`src/rtl/rx_serdes_regs.vh`:
```
`ifndef RX_SERDES_REGS_VH
`define RX_SERDES_REGS_VH

// Register addresses on the serial host port.
`define ADDR_SERDES_CTRL 6'h06
`define ADDR_EVT_EN 6'h07
`define ADDR_EVT_STAT 6'h08
`define ADDR_DATA_A 6'h09
`define ADDR_DATA_B 6'h0B

// Reset values.
`define RST_SERDES_CTRL 8'h00
`define RST_EVT_EN 8'h00
`define RST_EVT_STAT 8'h00

// Serializer control fields.
`define CTRL_EOF_LEN_MSB 2
`define CTRL_EOF_LEN_LSB 0
`define CTRL_WR_MASK 8'h0F

// Enable register fields, channel A.
`define EN_FULL_A 0
`define EN_EOF_A 1
`define EN_OVF_A 2
`define EN_UNF_A 3
// Channel B fields sit four bits higher.
`define EN_CH_STRIDE 4

// Status register fields, channel A; channel B sits four bits higher.
`define ST_FULL 0
`define ST_EOF 1
`define ST_FLOW 2
`define ST_VALID 3

// Host frame: first byte holds the write flag and the address.
`define CMD_WR_BIT 7
`define BITS_PER_BYTE 4'h8
`define LAST_BIT 3'h7

`endif

```
`src/rtl/host_port_slave.v`:
```
`timescale 1ns/1ps
`default_nettype none

// Serial host port: mode 0, MSB first, command byte then one data byte.
module host_port_slave (
   // Clock and reset.
   input wire sys_clk_i,
   input wire nrst_i,
   // Serial pins.
   input wire sck_i,
   input wire mosi_i,
   input wire cs_n_i,
   output wire miso_o,
   output wire miso_oe_o,
   // Register access.
   output wire [5:0] addr_o,
   output wire [7:0] wdata_o,
   output wire wr_stb_o,
   output wire rd_stb_o,
   input wire [7:0] rdata_i
);
`include "rx_serdes_regs.vh"

   reg [2:0] sck_s_q;
   reg [2:0] mosi_s_q;
   reg [2:0] cs_s_q;
   reg sck_f_q;
   reg mosi_f_q;
   reg cs_n_f_q;
   reg oe_q;
   reg [3:0] cnt_q;
   reg [7:0] rx_sh_q;
   reg [7:0] tx_sh_q;
   reg [7:0] cmd_q;
   reg miso_q;
   reg wr_q;
   reg rd_q;
   reg [7:0] wdata_q;

   wire rise = ~sck_f_q & sck_s_q[2] & (sck_s_q[1] == sck_s_q[2]);
   wire fall = sck_f_q & ~sck_s_q[2] & (sck_s_q[1] == sck_s_q[2]);
   wire [7:0] rx_n = {rx_sh_q[6:0], mosi_f_q};

   // Three-stage synchronisers; a change counts once stages two and three agree.
   always @(posedge sys_clk_i or negedge nrst_i) begin
      if (!nrst_i) begin
         sck_s_q <= 3'h0;
         mosi_s_q <= 3'h0;
         cs_s_q <= 3'h7;
         sck_f_q <= 1'b0;
         mosi_f_q <= 1'b0;
         cs_n_f_q <= 1'b1;
         oe_q <= 1'b0;
      end else begin
         sck_s_q <= {sck_s_q[1:0], sck_i};
         mosi_s_q <= {mosi_s_q[1:0], mosi_i};
         cs_s_q <= {cs_s_q[1:0], cs_n_i};
         if (sck_s_q[1] == sck_s_q[2]) begin
            sck_f_q <= sck_s_q[2];
         end
         if (mosi_s_q[1] == mosi_s_q[2]) begin
            mosi_f_q <= mosi_s_q[2];
         end
         if (cs_s_q[1] == cs_s_q[2]) begin
            cs_n_f_q <= cs_s_q[2];
            oe_q <= ~cs_s_q[2];
         end
      end
   end

   // Shifts bits in, issues one read or write strobe per frame.
   always @(posedge sys_clk_i or negedge nrst_i) begin
      if (!nrst_i) begin
         cnt_q <= 4'h0;
         rx_sh_q <= 8'h00;
         tx_sh_q <= 8'h00;
         cmd_q <= 8'h00;
         miso_q <= 1'b0;
         wr_q <= 1'b0;
         rd_q <= 1'b0;
         wdata_q <= 8'h00;
      end else begin
         wr_q <= 1'b0;
         rd_q <= 1'b0;
         if (cs_n_f_q) begin
            cnt_q <= 4'h0;
            miso_q <= 1'b0;
         end else if (rise) begin
            rx_sh_q <= rx_n;
            if (cnt_q == 4'h7) begin
               cmd_q <= rx_n;
               rd_q <= ~rx_n[`CMD_WR_BIT];
            end
            if (cnt_q == 4'hF) begin
               wdata_q <= rx_n;
               wr_q <= cmd_q[`CMD_WR_BIT];
            end
            cnt_q <= cnt_q + 4'h1;
         end else if (fall) begin
            miso_q <= tx_sh_q[7];
            tx_sh_q <= {tx_sh_q[6:0], 1'b0};
         end
         if (rd_q) begin
            tx_sh_q <= rdata_i;
         end
      end
   end

   assign addr_o = cmd_q[5:0];
   assign wdata_o = wdata_q;
   assign wr_stb_o = wr_q;
   assign rd_stb_o = rd_q;
   assign miso_o = miso_q;
   // The enable has its own flop so the pin needs no gate after a register.
   assign miso_oe_o = oe_q;
endmodule

`default_nettype wire

```
`src/rtl/rx_serdes_event_flags.v`:
```
`timescale 1ns/1ps
`default_nettype none

// Functional notes
// - Enable bit 3 gates the channel A underflow interrupt.
// - Reading empty channel A data register is a channel A underflow.
// - Enable bit 2 gates the channel A overflow interrupt.
// - Loading channel A data while previous byte unread is an overflow.
// - Enable bit 1 gates the channel A end-of-frame interrupt.
// - End of frame after a valid bit once invalid run exceeds length.
// - Length zero ends the frame at the first invalid bit.
// - End-of-frame flag holds until a status read or leaving receive mode clears it.
// - Enable bit 0 gates the channel A full interrupt.
// - Full raised on every transfer: whole byte, or partial byte at EOF.
// - Status bit 7 set when a channel B byte is all valid.
// - Channel B valid flag never drives the interrupt.
// - Status bit 6 flags channel B overflow or underflow.
// - Status read clears the channel B flow violation flag.
// - Flags set regardless of interrupt enables.
// - Receive status reads zero outside receive mode.
// - Status register is read-only; writes change nothing.
// - End-of-frame length is bits 2:0 of serializer control.
// - Status bit 2 flags channel A flow violation, cleared by status read.
// - Status bit 1 flags channel A end of frame, cleared by status read.
// - Status bit 0 flags channel A data register filled.
module rx_serdes_event_flags (
   // Clock and reset.
   input wire sys_clk_i,
   input wire nrst_i,
   // Serial host port.
   input wire sck_i,
   input wire mosi_i,
   input wire cs_n_i,
   output wire miso_o,
   output wire miso_oe_o,
   // Receiver bit stream, index 0 is channel A, index 1 channel B.
   input wire rx_en_i,
   input wire [1:0] bit_tick_i,
   input wire [1:0] bit_valid_i,
   input wire [1:0] bit_data_i,
   // Interrupt.
   output reg irq_o
);
`include "rx_serdes_regs.vh"

   wire [5:0] addr;
   wire [7:0] wdata;
   wire wr_stb;
   wire rd_stb;
   reg [7:0] rdata;
   reg [7:0] ctrl_q;
   reg [7:0] en_q;
   wire [7:0] stat;
   wire [7:0] irq_src;
   wire [2:0] eof_len = ctrl_q[`CTRL_EOF_LEN_MSB:`CTRL_EOF_LEN_LSB];

   function hit;
      input [5:0] a;
      input [5:0] off;
      begin
         hit = (a == off);
      end
   endfunction

   wire stat_rd = rd_stb & hit(addr, `ADDR_EVT_STAT);
   wire [1:0] data_rd;
   assign data_rd[0] = rd_stb & hit(addr, `ADDR_DATA_A);
   assign data_rd[1] = rd_stb & hit(addr, `ADDR_DATA_B);

   host_port_slave u_port (
      .sys_clk_i(sys_clk_i),
      .nrst_i(nrst_i),
      .sck_i(sck_i),
      .mosi_i(mosi_i),
      .cs_n_i(cs_n_i),
      .miso_o(miso_o),
      .miso_oe_o(miso_oe_o),
      .addr_o(addr),
      .wdata_o(wdata),
      .wr_stb_o(wr_stb),
      .rd_stb_o(rd_stb),
      .rdata_i(rdata)
   );

   // Writable registers; the status address takes no write.
   always @(posedge sys_clk_i or negedge nrst_i) begin
      if (!nrst_i) begin
         ctrl_q <= `RST_SERDES_CTRL;
         en_q <= `RST_EVT_EN;
      end else if (wr_stb) begin
         if (hit(addr, `ADDR_SERDES_CTRL)) begin
            ctrl_q <= wdata & `CTRL_WR_MASK;
         end
         if (hit(addr, `ADDR_EVT_EN)) begin
            en_q <= wdata;
         end
      end
   end

   // Per-channel receiver, data register and event flags.
   genvar c;
   generate
      for (c = 0; c < 2; c = c + 1) begin : g_ch
         reg started_q;
         reg [3:0] cnt_q;
         reg [3:0] run_q;
         reg [7:0] sh_q;
         reg allv_q;
         reg [7:0] data_q;
         reg unread_q;
         reg valid_q;
         reg full_q;
         reg eof_q;
         reg ovf_q;
         reg unf_q;
         reg [7:0] sh_n;
         wire tick = bit_tick_i[c];
         wire vld = bit_valid_i[c];
         // Length zero gives end of frame on the first invalid bit.
         wire eof_ev = tick & started_q & ~vld &
            (run_q >= {1'b0, eof_len});
         wire take = tick & (started_q | vld) & ~eof_ev;
         wire byte_done = take & (cnt_q[2:0] == `LAST_BIT);
         wire xfer = byte_done | (eof_ev & (cnt_q != 4'h0));
         wire [7:0] xdata = byte_done ? sh_n : sh_q;

         always @* begin
            sh_n = sh_q;
            sh_n[cnt_q[2:0]] = bit_data_i[c];
         end

         always @(posedge sys_clk_i or negedge nrst_i) begin
            if (!nrst_i) begin
               started_q <= 1'b0;
               cnt_q <= 4'h0;
               run_q <= 4'h0;
               sh_q <= 8'h00;
               allv_q <= 1'b1;
               data_q <= 8'h00;
               unread_q <= 1'b0;
               valid_q <= 1'b0;
               full_q <= 1'b0;
               eof_q <= 1'b0;
               ovf_q <= 1'b0;
               unf_q <= 1'b0;
            end else if (!rx_en_i) begin
               started_q <= 1'b0;
               cnt_q <= 4'h0;
               run_q <= 4'h0;
               sh_q <= 8'h00;
               allv_q <= 1'b1;
               unread_q <= 1'b0;
               valid_q <= 1'b0;
               full_q <= 1'b0;
               eof_q <= 1'b0;
               ovf_q <= 1'b0;
               unf_q <= 1'b0;
            end else begin
               if (eof_ev) begin
                  started_q <= 1'b0;
                  cnt_q <= 4'h0;
                  run_q <= 4'h0;
                  sh_q <= 8'h00;
                  allv_q <= 1'b1;
               end else if (take) begin
                  started_q <= 1'b1;
                  run_q <= vld ? 4'h0 : run_q + 4'h1;
                  if (byte_done) begin
                     cnt_q <= 4'h0;
                     sh_q <= 8'h00;
                     allv_q <= 1'b1;
                  end else begin
                     cnt_q <= cnt_q + 4'h1;
                     sh_q <= sh_n;
                     allv_q <= allv_q & vld;
                  end
               end
               if (xfer) begin
                  data_q <= xdata;
                  valid_q <= byte_done & allv_q & vld;
               end
               // Set wins over the clearing read in every flag below.
               unread_q <= xfer | (unread_q & ~data_rd[c]);
               full_q <= xfer | (full_q & ~stat_rd);
               eof_q <= eof_ev | (eof_q & ~stat_rd);
               ovf_q <= (xfer & unread_q & ~data_rd[c]) |
                  (ovf_q & ~stat_rd);
               unf_q <= (data_rd[c] & ~unread_q) |
                  (unf_q & ~stat_rd);
            end
         end

         // Flags are raised whatever the enables hold.
         assign stat[4*c+`ST_FULL] = full_q;
         assign stat[4*c+`ST_EOF] = eof_q;
         assign stat[4*c+`ST_FLOW] = ovf_q | unf_q;
         assign stat[4*c+`ST_VALID] = valid_q;
         assign irq_src[4*c+`EN_FULL_A] = full_q;
         assign irq_src[4*c+`EN_EOF_A] = eof_q;
         assign irq_src[4*c+`EN_OVF_A] = ovf_q;
         assign irq_src[4*c+`EN_UNF_A] = unf_q;
      end
   endgenerate

   // Read data for the host port.
   always @* begin
      rdata = 8'h00;
      if (hit(addr, `ADDR_SERDES_CTRL)) begin
         rdata = ctrl_q;
      end else if (hit(addr, `ADDR_EVT_EN)) begin
         rdata = en_q;
      end else if (hit(addr, `ADDR_EVT_STAT)) begin
         rdata = rx_en_i ? stat : `RST_EVT_STAT;
      end else if (hit(addr, `ADDR_DATA_A)) begin
         rdata = g_ch[0].data_q;
      end else if (hit(addr, `ADDR_DATA_B)) begin
         rdata = g_ch[1].data_q;
      end
   end

   // Interrupt from enabled sources; valid flags are not sources.
   always @(posedge sys_clk_i or negedge nrst_i) begin
      if (!nrst_i) begin
         irq_o <= 1'b0;
      end else begin
         irq_o <= |(irq_src & en_q);
      end
   end
endmodule

`default_nettype wire

```
`config.mk`:
```
export PLATFORM = sky130hd
export DESIGN_NAME = rx_serdes_event_flags
export DESIGN_NICKNAME = d
export VERILOG_FILES = /design/src/rtl/host_port_slave.v /design/src/rtl/rx_serdes_event_flags.v
export VERILOG_INCLUDE_DIRS = /design/src /design/src/rtl
export SDC_FILE = /design/constraint.sdc
export NUM_CORES = 1
export LEC_CHECK = 0
export CAP_MARGIN = 10
export CORE_MARGIN = 2
export CORE_UTILIZATION = 57
export DETAILED_ROUTE_END_ITERATION = 16
export DONT_BUFFER_PORTS = 1
export HOLD_SLACK_MARGIN = 0.06
export PLACE_DENSITY = 0.75
export SLEW_MARGIN = 5
export SYNTH_ARGS = -nofsm -noshare
export SYNTH_HDL_FRONTEND = slang
export SYNTH_SLANG_ARGS = --single-unit
```
`constraint.sdc`:
```
create_clock -name sys_clk_i -period 2.3 [get_ports sys_clk_i]
set_clock_uncertainty 0.1 [all_clocks]
set_input_delay 0.23 -clock sys_clk_i [delete_from_list [all_inputs] [get_ports sys_clk_i]]
set_output_delay 0.23 -clock sys_clk_i [all_outputs]
set_load 0.02 [all_outputs]
```
# Yosys cells after proc, flatten, opt, wreduce, memory -nomap -nowiden
# Index checks and enable logic that the tools add are counted.
dict set report totals {
  reg_bits 128
  latchBits 0
  ram_bits 0
  rom_bits 0
  input_bits 12
  memories 0
}
dict set report op_classes {
  addsub 5
  n_mul 0
  n_div 0
  magnitude_cmp 6
  n_eq_ne 19
  shift 0
  muxes 81
  bitwise_logic 74
  reduce_logical 17
}
# op n
set op_table {}
lappend op_table {{2-to-1 mux 8 bit} 20}
lappend op_table {{2-to-1 mux 4 bit} 18}
lappend op_table {{bitwise AND 1 bit} 43}
lappend op_table {{2-to-1 mux 1 bit} 39}
lappend op_table {{adder 4 x 1 -> 4 bit (second input constant)} 5}
lappend op_table {{== test 6 x 4 -> 1 bit (second input constant)} 3}
lappend op_table {{bitwise mux 8 bit} 2}
lappend op_table {{bitwise OR 1 bit} 16}
lappend op_table {{NOT 1 bit} 14}
lappend op_table {{== test 6 x 3 -> 1 bit (second input constant)} 2}
lappend op_table {{AND reduction 2 bit} 6}
lappend op_table {{AND reduction 3 bit} 3}
lappend op_table {{bitwise AND 8 bit} 1}
lappend op_table {{>= comparator 4 x 3 -> 1 bit} 2}
lappend op_table {{less-than comparator 3 x 4 -> 1 bit (second input constant)} 2}
lappend op_table {{inequality test 2 x 1 -> 1 bit (second input constant)} 4}
lappend op_table {{nonzero test 4 bit} 2}
lappend op_table {{OR reduction 8 bit} 1}
lappend op_table {{demux 1 bit (select 3 bit)} 2}
lappend op_table {{== test 3 bit (second input constant)} 2}
lappend op_table {{>= comparator 3 x 1 -> 1 bit (second input constant)} 2}
lappend op_table {{inequality test 3 x 1 -> 1 bit (second input constant)} 2}
lappend op_table {{nonzero test 2 bit} 3}
lappend op_table {{== test 4 x 3 -> 1 bit (second input constant)} 1}
lappend op_table {{4 further kinds} 7}

# Depth between registers and ports, before layout
dict set report logic_depth {
  depth_word 11
  depth_mapped 8
  depth_no_buf 7
}

# Cells and area by module
# From an unflattened synthesis, not the netlist that was laid out.
dict set report unflattened {
  hier_cells 581
  area_unflattened_um2 6342.3
}
# mod n_inst cells_per_inst area_each_um2 seq_area_each_um2
set modules_own_cells {}
lappend modules_own_cells {rx_serdes_event_flags 1 444 4314.1 1929.4}
lappend modules_own_cells {host_port_slave 1 137 2028.2 1256.2}

# Least setup slack after synthesis
# OpenSTA, ideal clock, no wires.
dict set report synth_timing {
  kind {register -> register}
  from {register ctrl_q[2]}
  to {register g_ch[1].data_q[0]}
  setup_time_ns 0.123
  arrival_time_ns 1.931
  required_ns 2.077
  path_slack_ns 0.146
  path_stages_with_launch 9
  period_less_slack_ns 2.154
  cell_sequence {dfrtp_1 -> inv_1 -> ha_1 -> a211oi_2 -> o21ai_0 -> o311ai_2 -> nand2b_1 -> buf_6 -> o221a_2}
}
dict set report synth_via {
  elab_chain_len 7
}
# element line
set synth_lines {}
lappend synth_lines {{start: declaration} rx_serdes_event_flags.v:51} ;# reg [7:0] ctrl_q;
lappend synth_lines {{start signal: assignment} rx_serdes_event_flags.v:88} ;# ctrl_q <= `RST_SERDES_CTRL;
lappend synth_lines {{start signal: assignment} rx_serdes_event_flags.v:92} ;# ctrl_q <= wdata & `CTRL_WR_MASK;
lappend synth_lines {{>= comparator 4 x 3 -> 1 bit (*)} rx_serdes_event_flags.v:121} ;# (run_q >= {1'b0, eof_len});
lappend synth_lines {{bitwise AND 1 bit (*)} rx_serdes_event_flags.v:120} ;# wire eof_ev = tick & started_q & ~vld &
lappend synth_lines {{NOT 1 bit} rx_serdes_event_flags.v:122} ;# wire take = tick & (started_q | vld) & ~eof_ev;
lappend synth_lines {{bitwise AND 1 bit} rx_serdes_event_flags.v:122}
lappend synth_lines {{bitwise AND 1 bit} rx_serdes_event_flags.v:123} ;# wire byte_done = take & (cnt_q[2:0] == `LAST_BIT);
lappend synth_lines {{bitwise OR 1 bit} rx_serdes_event_flags.v:124} ;# wire xfer = byte_done | (eof_ev & (cnt_q != 4'h0));
lappend synth_lines {{AND reduction 2 bit (no source line)} n/a}
lappend synth_lines {{end signal: assignment} rx_serdes_event_flags.v:179} ;# data_q <= xdata;
lappend synth_lines {{end: declaration} rx_serdes_event_flags.v:109} ;# reg [7:0] data_q;
# Mark *: on every way between the ends. The rest lies on a longest branch, timed or not.
# A chain may end at the register's enable or synchronous reset.

# Worst setup path in the final report
dict set report layout_timing {
  from {register ctrl_q[2]}
  to {register g_ch[0].data_q[7]}
}
dict set report layout_via {
  elab_chain_len 7
}
# element line
set layout_lines {}
lappend layout_lines {{>= comparator 4 x 3 -> 1 bit (*)} rx_serdes_event_flags.v:121}
lappend layout_lines {{bitwise AND 1 bit (*)} rx_serdes_event_flags.v:120}
lappend layout_lines {{NOT 1 bit} rx_serdes_event_flags.v:122}
lappend layout_lines {{bitwise AND 1 bit} rx_serdes_event_flags.v:122}
lappend layout_lines {{bitwise AND 1 bit} rx_serdes_event_flags.v:123}
lappend layout_lines {{bitwise OR 1 bit} rx_serdes_event_flags.v:124}
lappend layout_lines {{AND reduction 2 bit (no source line)} n/a}
lappend layout_lines {{end signal: assignment} rx_serdes_event_flags.v:179}
lappend layout_lines {{end: declaration} rx_serdes_event_flags.v:109}
# Marked as above.

==> results_dict.tcl <==
set metrics [dict create \
    fmax_mhz 462 \
    cts_sinks 127 \
    synth.cell_area_um2 6010 \
    max_cap_violations 0 \
    rsz0062_at_grt "no" \
    reg2reg_from "ctrl_q[2]$_DFFE_PN0P_" \
    die-area_um2 11400 \
    grt_pass1_wl_um 22200 \
    finalSetupTns_ns 0 \
    hold_path.class "primary input to asynchronous set/reset pin" \
    stdcell_count 718 \
    htreeDepth 4 \
    slew_violations 0 \
    syn_area_per_cell_um2 11.0 \
    cellPowerDensity_nw_per_um2 802 \
    dp_cells 676 \
    viasPerCell 5.98 \
    grt_max_degree 128 \
    violations "hold timing" \
    seq_area_frac_synth_pct 53.0 \
    cp_top_family "compound AO/OA/AOI/OAI gates" \
    diodes 0 \
    worst_pin_slew_ns 0.610 \
    postPlaceCellArea_um2 6200 \
    clk_latency_ns 0.53 \
    ys_async_sr_fraction_pct 100 \
    synth_nets 574 \
    start_util_pct 58.5 \
    drive_gt1_share_pct 20.4 \
    areaGrowthSynthToFinish_pct 14.7 \
    start_kind "flip-flop" \
    pin_count 15 \
    slowest_delay_ns 0.37 \
    die_y_um 107 \
    cts_buffers 17 \
    path_cells "inv_1 -> ha_1 -> a211oi_2 -> o211ai_1 -> and2_1 -> o21ai_4 -> o221a_2" \
    synth_flop_cell "dfrtp_1" \
    cts_tree "built" \
    status "complete, but fails checks" \
    post-dp-hpwl_um 8770 \
    gp_congestion 0.957 \
    grt_pass1_vias 4377 \
    drc 0 \
    power.total_mw 5.53 \
    cts-root-buf "clkbuf_8" \
    path_max_fanout 10 \
    antenna_found_initial 0 \
    drtIter0Drc 311 \
    power_leakage_nw 3.15 \
    die_width_um 107 \
    drtPass1Iterations 5 \
    clkTransAtPathRegs_ns 0.06 \
    setup_viol 0 \
    hold_viol 127 \
    dp_slack_ns -0.0398 \
    critPathCaptureType "flip-flop" \
    design.core.area_um2 10300 \
    fin_nets 596 \
    holdBufCountCts 10 \
    core.rowCount 37 \
    post-route-util_pct 67.1 \
    via_count 4291 \
    routedWlPerCell_um 18.2 \
    portBuffers 0 \
    worst_slack_ns 0.137 \
    cp_num_buf_inv 1 \
    r2r-end "g_ch[0].data_q[7]$_DFFE_PN0P_" \
    ant_nets 0 \
    ir_drop_uv 575 \
    track_usage_pct 25.5 \
    worst_r2r_path_depth 7 \
    relSlewSlack_pct 59.3 \
    cp_slowest_cell "dfrtp_1" \
    syn_inst 547 \
    wirelength_um 13000 \
    clock_path_buffers 2 \
    critical_path_class "flip-flop to flip-flop" \
    gr-total-overflow 0 \
    holdWs_ns -0.709 \
    synth_cell_types 59 \
    r2r_slack_ns 0.14 \
    synth_edf_count 0 \
    critical_path_required_ns 2.67 \
    crit_arrival_ns 2.53 \
    ys_seq_elements 127 \
    yosysWarnings 0 \
    fin_area_um2 6900 \
    finalCriticalPeriod_ns 2.16 \
    finalCritPeriodShare_pct 94.0 \
]
cell usage after synthesis, drive strengths merged (2+ instances only):
cell type  instances  area share (%)
a21o               6            0.77
a22o               5            0.73
o211ai             3            0.46
a311o              2            0.33
and3               3            0.31
nand3b             4            0.50
o21ai             45             3.8
buf                5            0.52
nor2b              8            0.83
o22ai              5            0.52
dfrtp            121              50
or3                3            0.31
nor3               9            0.75
ha                15             3.1
a211o              2            0.31
inv               23             1.4
nand2             73             4.6
clkbuf            17             1.1
dfstp              6             2.6
maj3               3            0.50
mux2i             25             4.2
a211oi             4            0.79
a31o               2            0.29
xor2               5            0.73
nor4b              2            0.40
and2               4            0.42
a311oi             2            0.29
o221a             15             2.8
a22oi             11             1.4
mux2              38             7.1
nor2              24             1.6
a31oi              5            0.52
nand3             15             1.3
a21boi             3            0.37
a21oi             13             1.1
nand2b             2            0.21
nor3b              3            0.37
nand4              6            0.73
how the worst max path moves through the flow:
stage	from	to	slack, ns	depth (start not counted)
3_3_place_gp	ctrl_q[2]$_DFFE_PN0P_	g_ch[1].data_q[1]$_DFFE_PN0P_	0.1	7
6_report	ctrl_q[2]$_DFFE_PN0P_	g_ch[0].data_q[7]$_DFFE_PN0P_	0.14	7
5_1_grt	ctrl_q[2]$_DFFE_PN0P_	g_ch[1].sh_q[1]$_DFFE_PN0P_	0.02	6
4_1_cts	ctrl_q[2]$_DFFE_PN0P_	g_ch[0].data_q[7]$_DFFE_PN0P_	0.02	7
3_5_place_dp	ctrl_q[2]$_DFFE_PN0P_	g_ch[1].data_q[5]$_DFFE_PN0P_	-0.04	7
2_1_floorplan	ctrl_q[2]$_DFFE_PN0P_	g_ch[1].data_q[0]$_DFFE_PN0P_	0.15	8
timing repair:
item | 4_1_cts | 5_1_grt
endpoints found under the hold margin | 183 | 127
resized for setup | 2 | 4
setup endpoints to repair | 15 | 34
setup buffers | 0 | 0
layout by cell type (no fill, tap or decap), drive strengths merged, types with 23 or more instances in the layout:
master and count:
mux2i 25, nor2 24, clkbuf 26, dfrtp 121, inv 23, o21ai 45
mux2 38, nand2 73
cell families after synthesis:
logic type | count (synthesis) | share of synthesized area, %
xor+xnor | 5 | 0.728
fa+ha+maj | 18 | 3.62
buf+inv | 45 | 3.02
simple gates | 159 | 12.8
mux | 63 | 11.3
flops | 127 | 53.0
compound gates | 130 | 15.6
registers in the layout, indices dropped and copies added, names as in the netlist, 3 cells and up:
register,flops
u_port.cs_s_q,3
g_ch.run_q,8
u_port.rx_sh_q,7
u_port.tx_sh_q,8
u_port.cnt_q,4
u_port.sck_s_q,3
en_q,8
g_ch.sh_q,16
g_ch.cnt_q,8
u_port.mosi_s_q,3
g_ch.data_q,16
u_port.wdata_o,8
ctrl_q,4
u_port.cmd_q,7
area by class of cell:
type,count,area [µm²]
timing repair buffer,25,213
tap,136,170
clock buffer,26,488
clock inverter,6,80.1
fill,780,3380
inverter,23,86.3
multi-input combinational,375,2670
sequential,127,3190
power by group:
group / internal, mW / switching, mW
combinational: 0.207 / 0.151
sequential: 2.44 / 0.172
clock: 1.65 / 0.911
metal layers:
layer / wire [µm] / vias to the layer above / GRT usage, %
met5: 0 / - / 0
met4: 254 / 0 / 10.9
met2: 6310 / 98 / 40.8
met1: 5940 / 2138 / 33.0
li1: - / 2029 / -
met3: 534 / 26 / 6.50
No activity file was read; power rests on OpenSTA's default activity.
